[src/scbm_pkg.sv]
// package: constants and types for the single cycle byte multiplier
package scbm_pkg;
  localparam int SCBM_OPW = 8;
  localparam int SCBM_PRW = 16;
  localparam logic [7:0] SCBM_PROD_RST = 8'h00;
  localparam logic [7:0] SCBM_FLAGS_RST = 8'h00;
  localparam int SCBM_MUL_CYCLES = 1;

  typedef enum logic [1:0] {
    SCBM_OP_NONE,
    SCBM_OP_MUL,
    SCBM_OP_WR_HI,
    SCBM_OP_WR_LO
  } scbm_op_t;

  typedef struct packed {
    logic [7:0] prod_hi;
    logic [7:0] prod_lo;
    logic [7:0] flags;
    logic done;
  } scbm_state_t;
endpackage : scbm_pkg

[src/scbm_mul_if.sv]
// interface: operands and product between core and multiplier array
`timescale 1ns/10ps
interface scbm_mul_if;
  logic [7:0] op_a;
  logic [7:0] op_b;
  logic [15:0] product;
  modport core (output op_a, output op_b, input product);
  modport arr (input op_a, input op_b, output product);
endinterface : scbm_mul_if

[src/scbm_core.sv]
// single cycle byte multiplier with product register pair
// Notes on behaviour
// [RULE1] a full byte by byte multiply finishes in one instruction cycle
// [RULE2] operands unsigned; whole sixteen-bit product kept, no sign extension
// [RULE3] upper product byte goes to high register, lower to low register
// [RULE4] multiply leaves every arithmetic status flag unchanged
// [RULE5] one operand from working register, other from addressed file register
// [RULE6] software builds signed products by subtracting from the high byte
// [RULE7] software builds 32-bit products from four weighted partial products
// [RULE8] product pair holds until next multiply or direct write; readable
`timescale 1ns/10ps
module scbm_core
  import scbm_pkg::*;
(
  input wire logic clk,
  input wire logic rst,
  input wire logic mul_exec,
  input wire logic [7:0] working_register,
  input wire logic [7:0] file_operand,
  input wire logic wr_high,
  input wire logic wr_low,
  input wire logic [7:0] wr_data,
  input wire logic flags_we,
  input wire logic [7:0] flags_wdata,
  output logic [7:0] product_high_byte,
  output logic [7:0] product_low_byte,
  output logic [7:0] arithmetic_status_register,
  output logic mul_done
);

  // ----------------------------------------
  // multiplier array
  // ----------------------------------------
  scbm_mul_if mi ();
  assign mi.op_a = working_register; // [RULE5]
  assign mi.op_b = file_operand; // [RULE5]

  scbm_array u_array (
    .mi(mi)
  );

  // ----------------------------------------
  // request decode
  // ----------------------------------------
  logic hi_wr_req;
  logic lo_wr_req;
  logic flag_wr_req;

  // a multiply in the same cycle shadows every direct write
  assign hi_wr_req = wr_high && !mul_exec; // [RULE8]
  assign lo_wr_req = wr_low && !mul_exec; // [RULE8]
  // flags never move in a multiply cycle
  assign flag_wr_req = flags_we && !mul_exec; // [RULE4]

  // ----------------------------------------
  // state update
  // ----------------------------------------
  scbm_state_t state_reg;
  scbm_state_t state_next;

  always_comb begin
    state_next = state_reg;
    state_next.done = 1'b0;
    if (mul_exec) begin
      state_next.prod_hi = mi.product[15:8]; // [RULE3] [RULE2]
      state_next.prod_lo = mi.product[7:0]; // [RULE3] [RULE1]
      state_next.done = 1'b1;
    end
    // direct software writes; otherwise pair holds
    if (hi_wr_req) begin
      state_next.prod_hi = wr_data; // [RULE8]
    end
    if (lo_wr_req) begin
      state_next.prod_lo = wr_data; // [RULE8]
    end
    // flags follow only their own write port, never the multiply
    if (flag_wr_req) begin
      state_next.flags = flags_wdata; // [RULE4]
    end
  end

  always_ff @(posedge clk) begin
    if (rst) begin
      state_reg.prod_hi <= SCBM_PROD_RST;
      state_reg.prod_lo <= SCBM_PROD_RST;
      state_reg.flags <= SCBM_FLAGS_RST;
      state_reg.done <= 1'b0;
    end else begin
      state_reg <= state_next;
    end
  end

  assign product_high_byte = state_reg.prod_hi;
  assign product_low_byte = state_reg.prod_lo;
  assign arithmetic_status_register = state_reg.flags;
  assign mul_done = state_reg.done;
endmodule : scbm_core

[src/scbm_array.sv]
// combinational unsigned 8 by 8 multiplier array
`timescale 1ns/10ps
module scbm_array
  import scbm_pkg::*;
(
  scbm_mul_if.arr mi
);
  // zero-extended operands give the full unsigned product
  assign mi.product = {8'h00, mi.op_a} * {8'h00, mi.op_b};
endmodule : scbm_array

[config.mk]
export PLATFORM = sky130hd
export DESIGN_NAME = scbm_core
export DESIGN_NICKNAME = d
export VERILOG_FILES = /design/src/scbm_pkg.sv /design/src/scbm_mul_if.sv /design/src/scbm_core.sv /design/src/scbm_array.sv
export SDC_FILE = /design/constraint.sdc
export NUM_CORES = 1
export LEC_CHECK = 0
export BUFFER_PORTS_ARGS = -buffer_cell sky130_fd_sc_hd__buf_4
export CORE_UTILIZATION = 45
export DETAILED_ROUTE_END_ITERATION = 8
export PLACE_DENSITY = 0.67
export SYNTH_ARGS = -nofsm -noshare
export SYNTH_HDL_FRONTEND = slang
export SYNTH_SLANG_ARGS = --single-unit
[constraint.sdc]
create_clock -name clk -period 5.6 [get_ports clk]
set_input_delay 0.56 -clock clk [delete_from_list [all_inputs] [get_ports clk]]
set_output_delay 0.56 -clock clk [all_outputs]
set_load 0.03 [all_outputs]
==> results by stage, run 1 <==
Outcome:
- The run finished with clean final reports.

Floorplan:
- The height of the die is 85.4 um.
- The number of core rows is 30.
- The core outline area is 6760 um^2.
- Pin placement for this block handled 63 I/O pins.
- Once the floorplan was initialized, standard cells occupied 46.3% of the core.
- The die is 85.4 um wide.
- The die covers 7290 um^2.

Detailed routing:
- The routed layout has 2595 vias.
- The first routing iteration left 99 violations.
- The aggregate routed wire length is 6.94 mm.
- The count of nets left with antenna violations once routing finished came out at 0.
- The remaining design rule violation count is 0.
- The routed via count divided by cell count is 5.34.
- The number of detailed-routing iterations run before antenna repair is 5.
- The detail-routed net length per standard cell is 14.3 um.

CTS:
- The clock passes through at most 2 buffers.
- The post-cts gate resize count is 0.
- After clock tree synthesis, the clock-pin slew on the worst setup and hold paths is 0.09 ns.
- The H-tree depth reported by CTS is 1.
- For the worst-skew pair, the clock arrives at the later sink with an insertion delay of 0.26 ns.
- Post-CTS timing repair inserted 0 buffers for setup.
- The number of clock sinks is 25.
- Clock tree synthesis inserted a total of 3 buffers.
- Buffers inserted to repair hold after CTS numbered 0.
- The clock tree from TritonCTS is built.
- The root buffer cell chosen for the clock tree is sky130_fd_sc_hd__clkbuf_8.

Pwr:
- Internal power comes to 559 uW.
- In this run switching power makes up 47.0% of total power.
- Per report_power, the combinational group accounts for 68.9% of the total.
- The share of power burned in the clock network is 10.0%.
- The share of total power dissipated in sequential elements is 21.0%.
- The power density of the placed cells is 285 nW/um^2.
- IR analysis of the VDD net gives a maximum drop of 0.000175 V.
- The analysis attributes to net switching a power of 496 uW.
- The analysis attributes to cell leakage a power of 1.85 nW.

Placement:
- The worst slack at placement is 0.936 ns.
- The global placement routability congestion is 0.808.
- The count of input and output buffers is 62.
- Detailed placement finished with a half-perimeter wire length of 5.75 mm.

Critical path:
- The worst register-to-register path begins at product_high_byte[7].
- The required arrival time at the worst endpoint is 5.79 ns.
- The critical path class is in2reg.
- The critical path endpoint is product_high_byte[5].
- The largest fanout on the critical path is 8.
- The launching instance or port of the critical path is working_register[1].
- STA classifies the critical path startpoint as a primary input.
- The endpoint kind of the worst setup timing path is a flip-flop.
- The worst register-to-register path has a depth of 3.
- The worst register-to-register path has a setup slack of 4.63 ns.
- At the worst endpoint, the arrival time is 4.60 ns.
- In this run the critical register-to-register path is captured at product_high_byte[7].

Timing:
- Across all setup checks in the final design, the least slack found is 1.19 ns.
- The final-report max-slew violation count was 0.
- Setup repair after global routing left no endpoint under its margin.
- The worst slew margin relative to its limit is 42.0%.
- Clock skew on the completed layout was measured at 0 ns.
- The fmax is 0.227 GHz.
- The total negative slack is 0 ns.
- The transition time at the pin with the least slew margin is 0.868 ns.
- The final period demand of the worst path is 4.41 ns.
- Setup violations remaining at the end of the flow were counted as 0.
- The final hold violation count is 0.
- The final clock period utilization by the worst path is 78.8%.

Layout:
- The number of antenna diodes is 0.
- In the final layout, the multi-input gates occupy 2410 um^2.
- The post-route netlist has 17.2% of its cells at a drive strength greater than 1.
- The final-stage net count is 517.
- Summing all flip-flop and latch instances after layout gives 500 um^2.
- The top cell types in the final layout, fill and taps aside, are sky130_fd_sc_hd__buf_4, sky130_fd_sc_hd__and2_1, sky130_fd_sc_hd__inv_1.
- The commonest non-fill, non-tap cell in the layout is sky130_fd_sc_hd__buf_4.
- After filler insertion, the fill cell instance count of the layout stands at 654.
- The layout-stage area growth over the synthesis result is 18.4%.

Logic synthesis:
- In this run the cell area of the synthesized design comes to 3130 um^2.
- The number of enable-type register cells in the synthesized netlist is 0.
- The post-synthesis sequential area ratio is 16.0%.
- During synthesis, Yosys emitted a total of 0 warnings.
- Averaged over all synthesized cells, the footprint is 8.97 um^2.
- The synthesized design contains 25 register bits.
- The distinct cell type count after synthesis is 44.
- The synthesized netlist net count is 459.
- The most used flip-flop cell after synthesis is sky130_fd_sc_hd__dfxtp_1.
- The number of instances in the synthesized netlist is 349.
- The async set or reset register ratio after synthesis is 0%.

Global routing:
- In this run the most used layer during global routing was met2.
- The pin count of the biggest net entering global routing is 31.
- The aggregate global routing overflow is 0.
- Global routing consumed, on the met3 layer, 2.24% of the routing resources.
- The number of antenna violations at the first check in global routing is 0.
- The via count of the first global-routing pass is 2621.
- The all-layer global routing usage is 20.9%.
- The first global-routing pass estimated 12.3 mm of wire.
- In the global route stage, met1 resource usage came out at 28.7%.
- For this run, global-route usage on met2 was measured as 37.1%.

Worst hold path:
- The class of the worst hold path is reg2reg.

Run:
- Across the run, the number of max-cap violations was 0.
cell type report:
class                   instances  share of cell area, %
clock buffers                   3                   1.11
clock inverters                 1                  0.135
inverters                      49                   4.96
multi-input cells             266                   65.0
flip-flops and latches         25                   13.5
well taps                      80                   2.70
repair buffers                 62                   12.6
state kept, by name, indices dropped and copies added (netlist names):
| signal | flops |
|---|---|
| product_high_byte | 8 |
| arithmetic_status_register | 8 |
| product_low_byte | 8 |
| mul_done | 1 |
power groups by stage:
stage / clock (mW) / sequential (mW) / combinational [mW]
after floorplan: 0 / 0.283 / 0.476
after global placement: 0 / 0.225 / 0.722
after detailed placement: 0 / 0.226 / 0.729
after CTS: 0.110 / 0.222 / 0.734
after global routing: 0.118 / 0.225 / 0.826
final: 0.106 / 0.222 / 0.727
stage by stage:
step,cell area [um^2],hold WS [ns],util (%),cells,total power [mW]
2_1_floorplan,3130,0.635,-,349,0.758
3_3_place_gp,3660,0.477,54.1,482,0.947
3_5_place_dp,3660,0.491,54.1,482,0.955
4_1_cts,3700,0.515,54.8,486,1.07
5_1_grt,3700,0.537,54.8,486,1.17
6_report,3700,0.508,54.8,486,1.05
critical path: stages:
cell	delay (ns)
sky130_fd_sc_hd__buf_4	0.14
sky130_fd_sc_hd__and2_1	0.18
sky130_fd_sc_hd__fa_1	0.52
sky130_fd_sc_hd__fa_1	0.52
sky130_fd_sc_hd__fa_1	0.54
sky130_fd_sc_hd__inv_1	0.05
sky130_fd_sc_hd__fa_1	0.52
sky130_fd_sc_hd__inv_1	0.04
sky130_fd_sc_hd__ha_1	0.34
sky130_fd_sc_hd__a21oi_1	0.16
sky130_fd_sc_hd__o21bai_1	0.11
sky130_fd_sc_hd__o41ai_1	0.52
sky130_fd_sc_hd__xor2_1	0.16
sky130_fd_sc_hd__a211oi_1	0.24
cells in the mapped netlist, types with 2 or more instances:
cell type | instances | area, um^2
sky130_fd_sc_hd__and2_1 | 53 | 332
sky130_fd_sc_hd__inv_1 | 48 | 180
sky130_fd_sc_hd__fa_1 | 36 | 721
sky130_fd_sc_hd__ha_1 | 36 | 450
sky130_fd_sc_hd__dfxtp_1 | 25 | 500
sky130_fd_sc_hd__nor2_1 | 22 | 82.6
sky130_fd_sc_hd__mux2i_1 | 18 | 180
sky130_fd_sc_hd__nand2_1 | 18 | 67.6
sky130_fd_sc_hd__a211oi_1 | 15 | 113
sky130_fd_sc_hd__a21oi_1 | 13 | 65.1
sky130_fd_sc_hd__nor2b_1 | 8 | 50.1
sky130_fd_sc_hd__o21ai_0 | 6 | 30.0
sky130_fd_sc_hd__clkbuf_1 | 5 | 18.8
sky130_fd_sc_hd__nand2b_1 | 5 | 31.3
sky130_fd_sc_hd__xor2_1 | 4 | 35.0
sky130_fd_sc_hd__a21o_1 | 2 | 15.0
sky130_fd_sc_hd__a31oi_1 | 2 | 12.5
sky130_fd_sc_hd__buf_1 | 2 | 7.51
sky130_fd_sc_hd__buf_2 | 2 | 10.0
sky130_fd_sc_hd__nand3b_1 | 2 | 15.0
sky130_fd_sc_hd__nand4_1 | 2 | 12.5
sky130_fd_sc_hd__nor3_1 | 2 | 10.0
sky130_fd_sc_hd__o21a_1 | 2 | 15.0
how the worst min path moves through the flow:
stage          slack, ns                       endpoint                     startpoint  cells past startpoint
6_report            0.51  arithmetic_status_register[6]  arithmetic_status_register[6]                      2
5_1_grt             0.54  arithmetic_status_register[2]                 flags_wdata[2]                      3
4_1_cts             0.51  arithmetic_status_register[6]  arithmetic_status_register[6]                      2
3_5_place_dp        0.49  arithmetic_status_register[6]  arithmetic_status_register[6]                      2
3_3_place_gp        0.48  arithmetic_status_register[7]  arithmetic_status_register[7]                      2
2_1_floorplan       0.64  arithmetic_status_register[0]  arithmetic_status_register[0]                      2
per-layer routing:
layer | wire, um | vias up
li1 | - | 1273
met1 | 3100 | 1268
met2 | 3580 | 46
met3 | 221 | 8
met4 | 36 | 0
met5 | 0 | -
cell families (layout without fill, tap and decap cells):
logic type      Yosys count  in the layout  share of synthesized area [%]
fa+ha+maj                72             72                           37.4
mux                      19             19                           6.12
flops                    25             25                           16.0
compound gates           53             53                           11.7
xor+xnor                  5              5                           1.40
buf+inv                  58            115                           7.04
simple gates            117            117                           20.4
Power figures use the tool's default switching activity.
==> run 2: changes to the inputs <==
Settings changed: PLACE_DENSITY 0.67 to 0.7.
Clock period 5.6 ns to 3.94 ns, I/O delays scaled along.
==> results by stage, run 2 (synthesized netlist as in run 1, its figures left out) <==
Outcome:
- The run finished, with violations left.
- The checks that failed: DRC.

Detailed routing:
- The remaining design rule violation count is 2 (+2).
- The count of routing violations after the opening detailed-route iteration was 77 (-22%).
- The routed via count divided by cell count is 5.28 (-1.0%).
- The amount of wire on met3 after detailed routing is 154 um (-30%).
- The routed wire length on met2 is 4.02 mm (+12%).
- The detailed-route wire length on metal 1 is 3.35 mm (+8.0%).
- Routed signal wires occupy layers up through met4.
- The detail-routed net length per standard cell was 14.5 um (+1.3%).
- The aggregate routed wire length is 7.56 mm (+8.8%).
- The number of detailed-routing iterations run before antenna repair is 6 (+1).
- The remaining antenna violation count after routing is 0 (unchanged).
- The detailed-route via count is 2758 (+6.3%).

Pwr:
- The switching component of the power came to 907 uW (+83%).
- The fraction of power spent switching nets is 45.5% (-1.5 points).
- The logic gate share of total power is 76.2% (+7.3 points).
- The share of power burned in the clock network came to 7.9% (-2.1 points).
- The leakage power figure is 2.05 nW (+11%).
- The worst supply voltage drop on vdd is 0.000283 V (+62%).
- The cell-internal power was 1.09 mW (+94%).
- The total power of the final layout is 1.99 mW (+89%).
- The power density of the placed cells is 477 nW/um^2 (+68%).
- The sequential fraction of design power was 15.9% (-5.1 points).

Placement:
- The global placement routability congestion is 0.829 (+2.6%).
- The total instance count after detailed placement is 518 (+7.5%).
- The count of input and output buffers is 62 (unchanged).
- The worst slack at placement is -0.352 ns (-1.29 ns).
- The post-detailed-placement half-perimeter wirelength is 6.07 mm (+5.6%).

Global routing:
- The via count of the first global-routing pass is 2809 (+7.2%).
- The wire length of the first global-routing pass is 12.8 mm (+4.3%).
- The number of antenna violations at the first check in global routing is 0 (unchanged).
- The all-layer global routing usage is 21.6% (+0.69 points).
- The pin count of the biggest net entering global routing came to 31 (unchanged).
- The aggregate global routing overflow is 0 (unchanged).

Floorplan:
- The height of the die is 85.4 um (unchanged).
- The core outline area is 6760 um^2 (unchanged).
- The die area came to 7290 um^2 (unchanged).
- The I/O pin total is 63 (unchanged).
- The initial standard-cell utilization of the core is 46.3% (unchanged).
- The number of core rows is 30 (unchanged).
- The width of the die is 85.4 um (unchanged).

Layout:
- The final-stage net count is 553 (+7.0%).
- The top cell types in the final layout, fill and taps aside, are sky130_fd_sc_hd__buf_4, sky130_fd_sc_hd__and2_1, sky130_fd_sc_hd__inv_1.
- The count of non-filler cells in the finished layout was 522 (+7.4%).
- Compared with the post-synthesis result, the final layout area differs by 33.4%.
- The fraction of layout instances using a drive strength above 1 came to 30.5% (+13 points).
- The number of antenna diodes was 0 (unchanged).
- Leaving out fill and tap cells, the most frequent cell in the layout is sky130_fd_sc_hd__buf_4.

CTS:
- The quantity of hold-fixing buffers added after cts is 0 (unchanged).
- The maximum buffer depth of the clock tree is 2 (unchanged).
- The clock latency reported for the late side of the worst-skew pair is 0.27 ns (about the same).
- The clock-pin slew on the worst setup and hold paths is 0.09 ns (about the same).
- The total CTS buffers is 3 (unchanged).
- The H-tree depth reported by CTS came to 1 (unchanged).
- The clock tree from TritonCTS is built.
- The number of clock sinks is 25 (unchanged).
- In this run the clock root is driven by a sky130_fd_sc_hd__clkbuf_8.

Timing:
- The final-report setup violation count came to 0 (unchanged).
- The final hold slack is 0.359 ns (-0.149 ns).
- The transition time at the pin with the least slew margin was 0.875 ns (+0.00736 ns).
- The total negative slack is 0 ns (unchanged).
- The worst slew margin relative to its limit was 41.6% (-0.49 points).
- The final hold violation count is 0 (unchanged).
- The setup slack after layout is 0.0565 ns (-1.13 ns).
- The final-report max-slew violation count is 0 (unchanged).
- The final clock period utilization by the worst path is 98.6%.
- The fmax is 0.258 GHz.
- The setup skew after layout is 0 ns (unchanged).
- The final period demand of the worst path is 3.88 ns.

Critical path:
- The endpoint kind of the worst setup timing path is a flip-flop.
- The worst path arrival time came to 4.04 ns (-0.56 ns).
- The largest fanout on the critical path is 6 (-2).
- The cell family contributing the most delay on the critical path is adder cells.
- The sort of element at the start of the critical path is a primary input.
- Among the stages of the critical path, the cell type that occurs most often is sky130_fd_sc_hd__fa_1.
- Traced cell by cell, the critical path runs through buf_4 -> nand2_2 -> fa_1 -> fa_1 -> inv_1 -> fa_1 -> inv_1 -> fa_1 -> inv_1 -> ha_4 -> buf_6 -> nand4b_1 -> a21oi_2 -> mux2i_1 -> nor3_1.
- The required arrival time at the worst endpoint is 4.10 ns (-1.69 ns).
- The peak per-stage delay on the critical path is 0.56 ns (+0.02 ns).
- The total buffers and inverters traversed by the critical path came to 5 (+2).
- The worst setup path is of the in2reg kind.
- The slowest stage cell on the critical path is sky130_fd_sc_hd__fa_1.

Worst hold path:
- The class of the worst hold path is in2reg.

Run:
- The number of max-capacitance violations reported is 0 (unchanged).
-- run 2: final cells by class --
type / count / area [um^2]
Clock buffer: 3 / 41.3
Multi-Input combinational cell: 266 / 2600
Sequential cell: 25 / 500
Inverter: 49 / 184
Clock inverter: 1 / 7.51
Fill cell: 579 / 2580
Timing Repair Buffer: 98 / 739
Tap cell: 80 / 100
-- run 2: metrics by stage --
step                utilization, %  instance area [um^2]
floorplan                        -                  3190
global placement              59.1                  3990
detailed placement            59.1                  3990
CTS                           60.1                  4060
global route                  61.8                  4180
finish                        61.8                  4180
-- run 2: power by group through the flow --
| stage | logic, mW | registers (mW) | clock network [mW] |
|---|---|---|---|
| floorplan | 0.759 | 0.402 | 0 |
| global placement | 1.28 | 0.319 | 0 |
| detailed placement | 1.30 | 0.321 | 0 |
| CTS | 1.33 | 0.316 | 0.161 |
| global route | 1.67 | 0.322 | 0.174 |
| finish | 1.52 | 0.316 | 0.157 |
-- run 2: what timing repair did --
action / in CTS / in global routing
pin swaps: 1 / 30
gates resized for setup: 4 / 30
hold endpoints to repair: 0 / 0
setup endpoints to repair: 3 / 8
buffers inserted: 0 / 1
-- run 2: metal layers --
layer / vias up / GRT usage (%)
met5: - / 0
met4: 0 / 2.73
met3: 4 / 2.82
met2: 37 / 39.2
met1: 1375 / 28.2
li1: 1342 / -
-- run 2: worst paths after layout --
kind | slack, ns | end | cells after the start | startpoint
setup reg to reg | 3.04 | product_high_byte[2] | 3 | product_high_byte[2]
setup / recovery | 0.06 | product_high_byte[2] | 15 | working_register[2]
hold reg to reg | 0.50 | arithmetic_status_register[1] | 2 | arithmetic_status_register[1]
hold / removal | 0.36 | arithmetic_status_register[2] | 3 | flags_wdata[2]
-- run 2: tightest hold or removal path, stage by stage --
cell and delay, ns:
sky130_fd_sc_hd__buf_4 0.08, sky130_fd_sc_hd__mux2i_1 0.05, sky130_fd_sc_hd__nor2_1 0.07
==> run 3: changes to the inputs <==
Settings changed: CAP_MARGIN from default to 20, MAX_ROUTING_LAYER from default to met4, PLACE_DENSITY 0.7 to 0.68.
==> results by stage, run 3 (synthesized netlist as in run 1, its figures left out) <==
Outcome:
- The run finished, with violations left.
- The final reports fail on DRC.

Detailed routing:
- The routed via count divided by cell count is 5.23 (-1.1%).
- The count of routing violations after the opening detailed-route iteration is 70 (-9.1%).
- The remaining antenna violation count after routing was 0 (unchanged).
- The detailed-route via count is 2713 (-1.6%).
- The remaining design rule violation count was 1 (-1).
- The aggregate routed wire length is 6.99 mm (-7.5%).
- The detail-routed net length per standard cell was 13.5 um (-7.0%).
- The number of detailed-routing iterations run before antenna repair is 6 (unchanged).

Critical path:
- The critical path endpoint is product_high_byte[7].
- The endpoint kind of the worst setup timing path is a flip-flop.
- The register-to-register path setup slack is 3.01 ns (-0.03 ns).
- The critical register-to-register path startpoint is product_high_byte[7].
- The worst path arrival time is 4.02 ns (-0.02 ns).
- The required arrival time at the worst endpoint is 4.13 ns (+0.03 ns).
- The launching instance or port of the critical path is working_register[2].
- The largest fanout on the critical path is 6 (unchanged).
- The sort of element at the start of the critical path is a primary input.
- The depth of the worst register-to-register path is 3 (unchanged).
- The critical path class is in2reg.
- The endpoint identified for the worst register-to-register timing path is product_high_byte[7].

Timing:
- The transition time at the pin with the least slew margin is 0.842 ns (-0.0334 ns).
- The setup skew after layout is 0 ns (unchanged).
- The final-report max-slew violation count was 0 (unchanged).
- The worst slew margin relative to its limit is 43.8% (+2.2 points).
- The final clock period utilization by the worst path is 97.0% (-1.5 points).
- The final hold violation count came to 0 (unchanged).
- The fmax is 0.262 GHz (+1.6%).
- The setup slack after layout was 0.116 ns (+0.0598 ns).
- The final period demand of the worst path came to 3.82 ns (-0.0598 ns).
- The total negative slack is 0 ns (unchanged).
- Setup repair after global routing could not meet its margin everywhere.
- The final-report setup violation count is 0 (unchanged).

CTS:
- The clock tree from TritonCTS is built.
- The number of clock sinks was 25 (unchanged).
- The H-tree depth reported by CTS is 1 (unchanged).
- The maximum buffer depth of the clock tree came to 2 (unchanged).
- The clock-pin slew on the worst setup and hold paths is 0.09 ns (about the same).
- The quantity of hold-fixing buffers added after cts is 0 (unchanged).
- The cell sitting at the root of the clock tree is a sky130_fd_sc_hd__clkbuf_8.
- The total CTS buffers is 3 (unchanged).
- The clock latency reported for the late side of the worst-skew pair is 0.27 ns (about the same).

Pwr:
- The leakage power figure is 2.04 nW (-0.39%).
- The worst supply voltage drop on vdd came to 0.000310 V (+9.8%).
- The power density of the placed cells is 455 nW/um^2 (-4.6%).

Run:
- The number of max-capacitance violations reported came to 0 (unchanged).

Layout:
- The multi-input logic area is 2600 um^2 (about the same).
- The area of all sequential standard cells is 500 um^2 (unchanged).
- The library cells used most frequently in the layout, excluding fill and tap cells, are sky130_fd_sc_hd__buf_4, sky130_fd_sc_hd__and2_1, sky130_fd_sc_hd__inv_1.
- The final-stage net count was 550 (-0.54%).
- The count of filler cells inserted in the layout was 631 (+9.0%).
- Relative to the synthesized area, the layout overhead comes to 33.0%.
- The number of antenna diodes was 0 (unchanged).
- The count of non-filler cells in the finished layout is 519 (-0.57%).
- The fraction of layout instances using a drive strength above 1 is 30.8% (+0.21 points).
- The commonest non-fill, non-tap cell in the layout is sky130_fd_sc_hd__buf_4.

Placement:
- The count of input and output buffers is 62 (unchanged).
- The total instance count after detailed placement is 515 (-0.58%).
- The global placement routability congestion is 0.881 (+6.2%).
- The post-detailed-placement half-perimeter wirelength is 5.87 mm (-3.2%).
- The worst slack at placement came to -0.339 ns (+0.0123 ns).

Floorplan:
- The die area is 7290 um^2 (unchanged).
- The height of the die is 85.4 um (unchanged).
- The number of core rows is 30 (unchanged).
- The initial standard-cell utilization of the core is 46.3% (unchanged).
- The width of the die is 85.4 um (unchanged).
- The core outline area came to 6760 um^2 (unchanged).
- The I/O pin total came to 63 (unchanged).

Global routing:
- The wire length of the first global-routing pass is 12.4 mm (-3.1%).
- The via count of the first global-routing pass is 2786 (-0.82%).
- The number of antenna violations at the first check in global routing is 0 (unchanged).
- The pin count of the biggest net entering global routing came to 31 (unchanged).
- The aggregate global routing overflow is 0 (unchanged).
- The all-layer global routing usage is 21.4% (-0.19 points).

Worst hold path:
- The min-delay analysis places its worst path in the category in2reg.
-- run 3: cell types whose count changed in the layout (fill, tap and decap cells not counted), moves of 2 or more --
cell                      delta
sky130_fd_sc_hd__inv_2       +2
sky130_fd_sc_hd__buf_4       -6
sky130_fd_sc_hd__inv_1       -2
sky130_fd_sc_hd__buf_6       +3
sky130_fd_sc_hd__nand2_2     +2
-- run 3: through the flow --
step	hold slack (ns)	instance area, um^2	total power [mW]	util [%]
detailed placement	0.488	3970	1.59	58.7
CTS	0.349	4030	1.77	59.7
global route	0.367	4160	2.09	61.6
global placement	0.477	3970	1.58	58.7
finish	0.353	4160	1.90	61.6
floorplan	0.542	3190	1.16	-
-- run 3: worst min path at each step --
stage | from | endpoint | slack, ns | cells past startpoint
2_1_floorplan | flags_wdata[0] | arithmetic_status_register[0] | 0.54 | 2
3_3_place_gp | arithmetic_status_register[3] | arithmetic_status_register[3] | 0.48 | 2
3_5_place_dp | arithmetic_status_register[5] | arithmetic_status_register[5] | 0.49 | 2
4_1_cts | flags_wdata[5] | arithmetic_status_register[5] | 0.35 | 3
5_1_grt | flags_wdata[2] | arithmetic_status_register[2] | 0.37 | 3
6_report | flags_wdata[5] | arithmetic_status_register[5] | 0.35 | 3
-- run 3: repair_timing --
action / in CTS / in global routing
pin swaps: 1 / 32
resized for setup: 3 / 34
endpoints found under the setup margin: 2 / 7
setup buffers: 0 / 1
-- run 3: area by class of cell --
type | instances | share of cell area (%)
clock buffer | 3 | 0.992
timing repair buffer | 95 | 17.5
sequential | 25 | 12.0
clock inverter | 1 | 0.180
inverter | 49 | 4.42
tap | 80 | 2.41
multi-input combinational | 266 | 62.5
-- run 3: where the power goes --
| part | internal, mW | switching [mW] | leakage (nW) | total, mW |
|---|---|---|---|---|
| Clock | 0.0718 | 0.0862 | 0.0217 | 0.158 |
| Sequential | 0.295 | 0.0209 | 0.207 | 0.316 |
| Combinational | 0.670 | 0.752 | 1.82 | 1.42 |
-- run 3: critical path, stage by stage --
cell	delay [ns]
sky130_fd_sc_hd__buf_4	0.13
sky130_fd_sc_hd__and2_1	0.17
sky130_fd_sc_hd__fa_1	0.55
sky130_fd_sc_hd__fa_1	0.43
sky130_fd_sc_hd__fa_1	0.49
sky130_fd_sc_hd__inv_1	0.05
sky130_fd_sc_hd__fa_1	0.52
sky130_fd_sc_hd__inv_1	0.06
sky130_fd_sc_hd__ha_4	0.30
sky130_fd_sc_hd__nand2_2	0.07
sky130_fd_sc_hd__o21bai_4	0.21
sky130_fd_sc_hd__o311ai_2	0.14
sky130_fd_sc_hd__a31o_2	0.26
sky130_fd_sc_hd__a311oi_2	0.24
-- run 3: per-layer routing --
| metal | global-route usage [%] | part of all wire (%) | up-vias | wire, um |
|---|---|---|---|---|
| met1 | 27.4 | 45 | 1329 | 3150 |
| met2 | 38.0 | 52 | 39 | 3630 |
| li1 | - | - | 1343 | - |
| met5 | - | 0 | - | 0 |
| met3 | 2.53 | 2.9 | 2 | 203 |
| met4 | 1.67 | 0.11 | 0 | 8 |
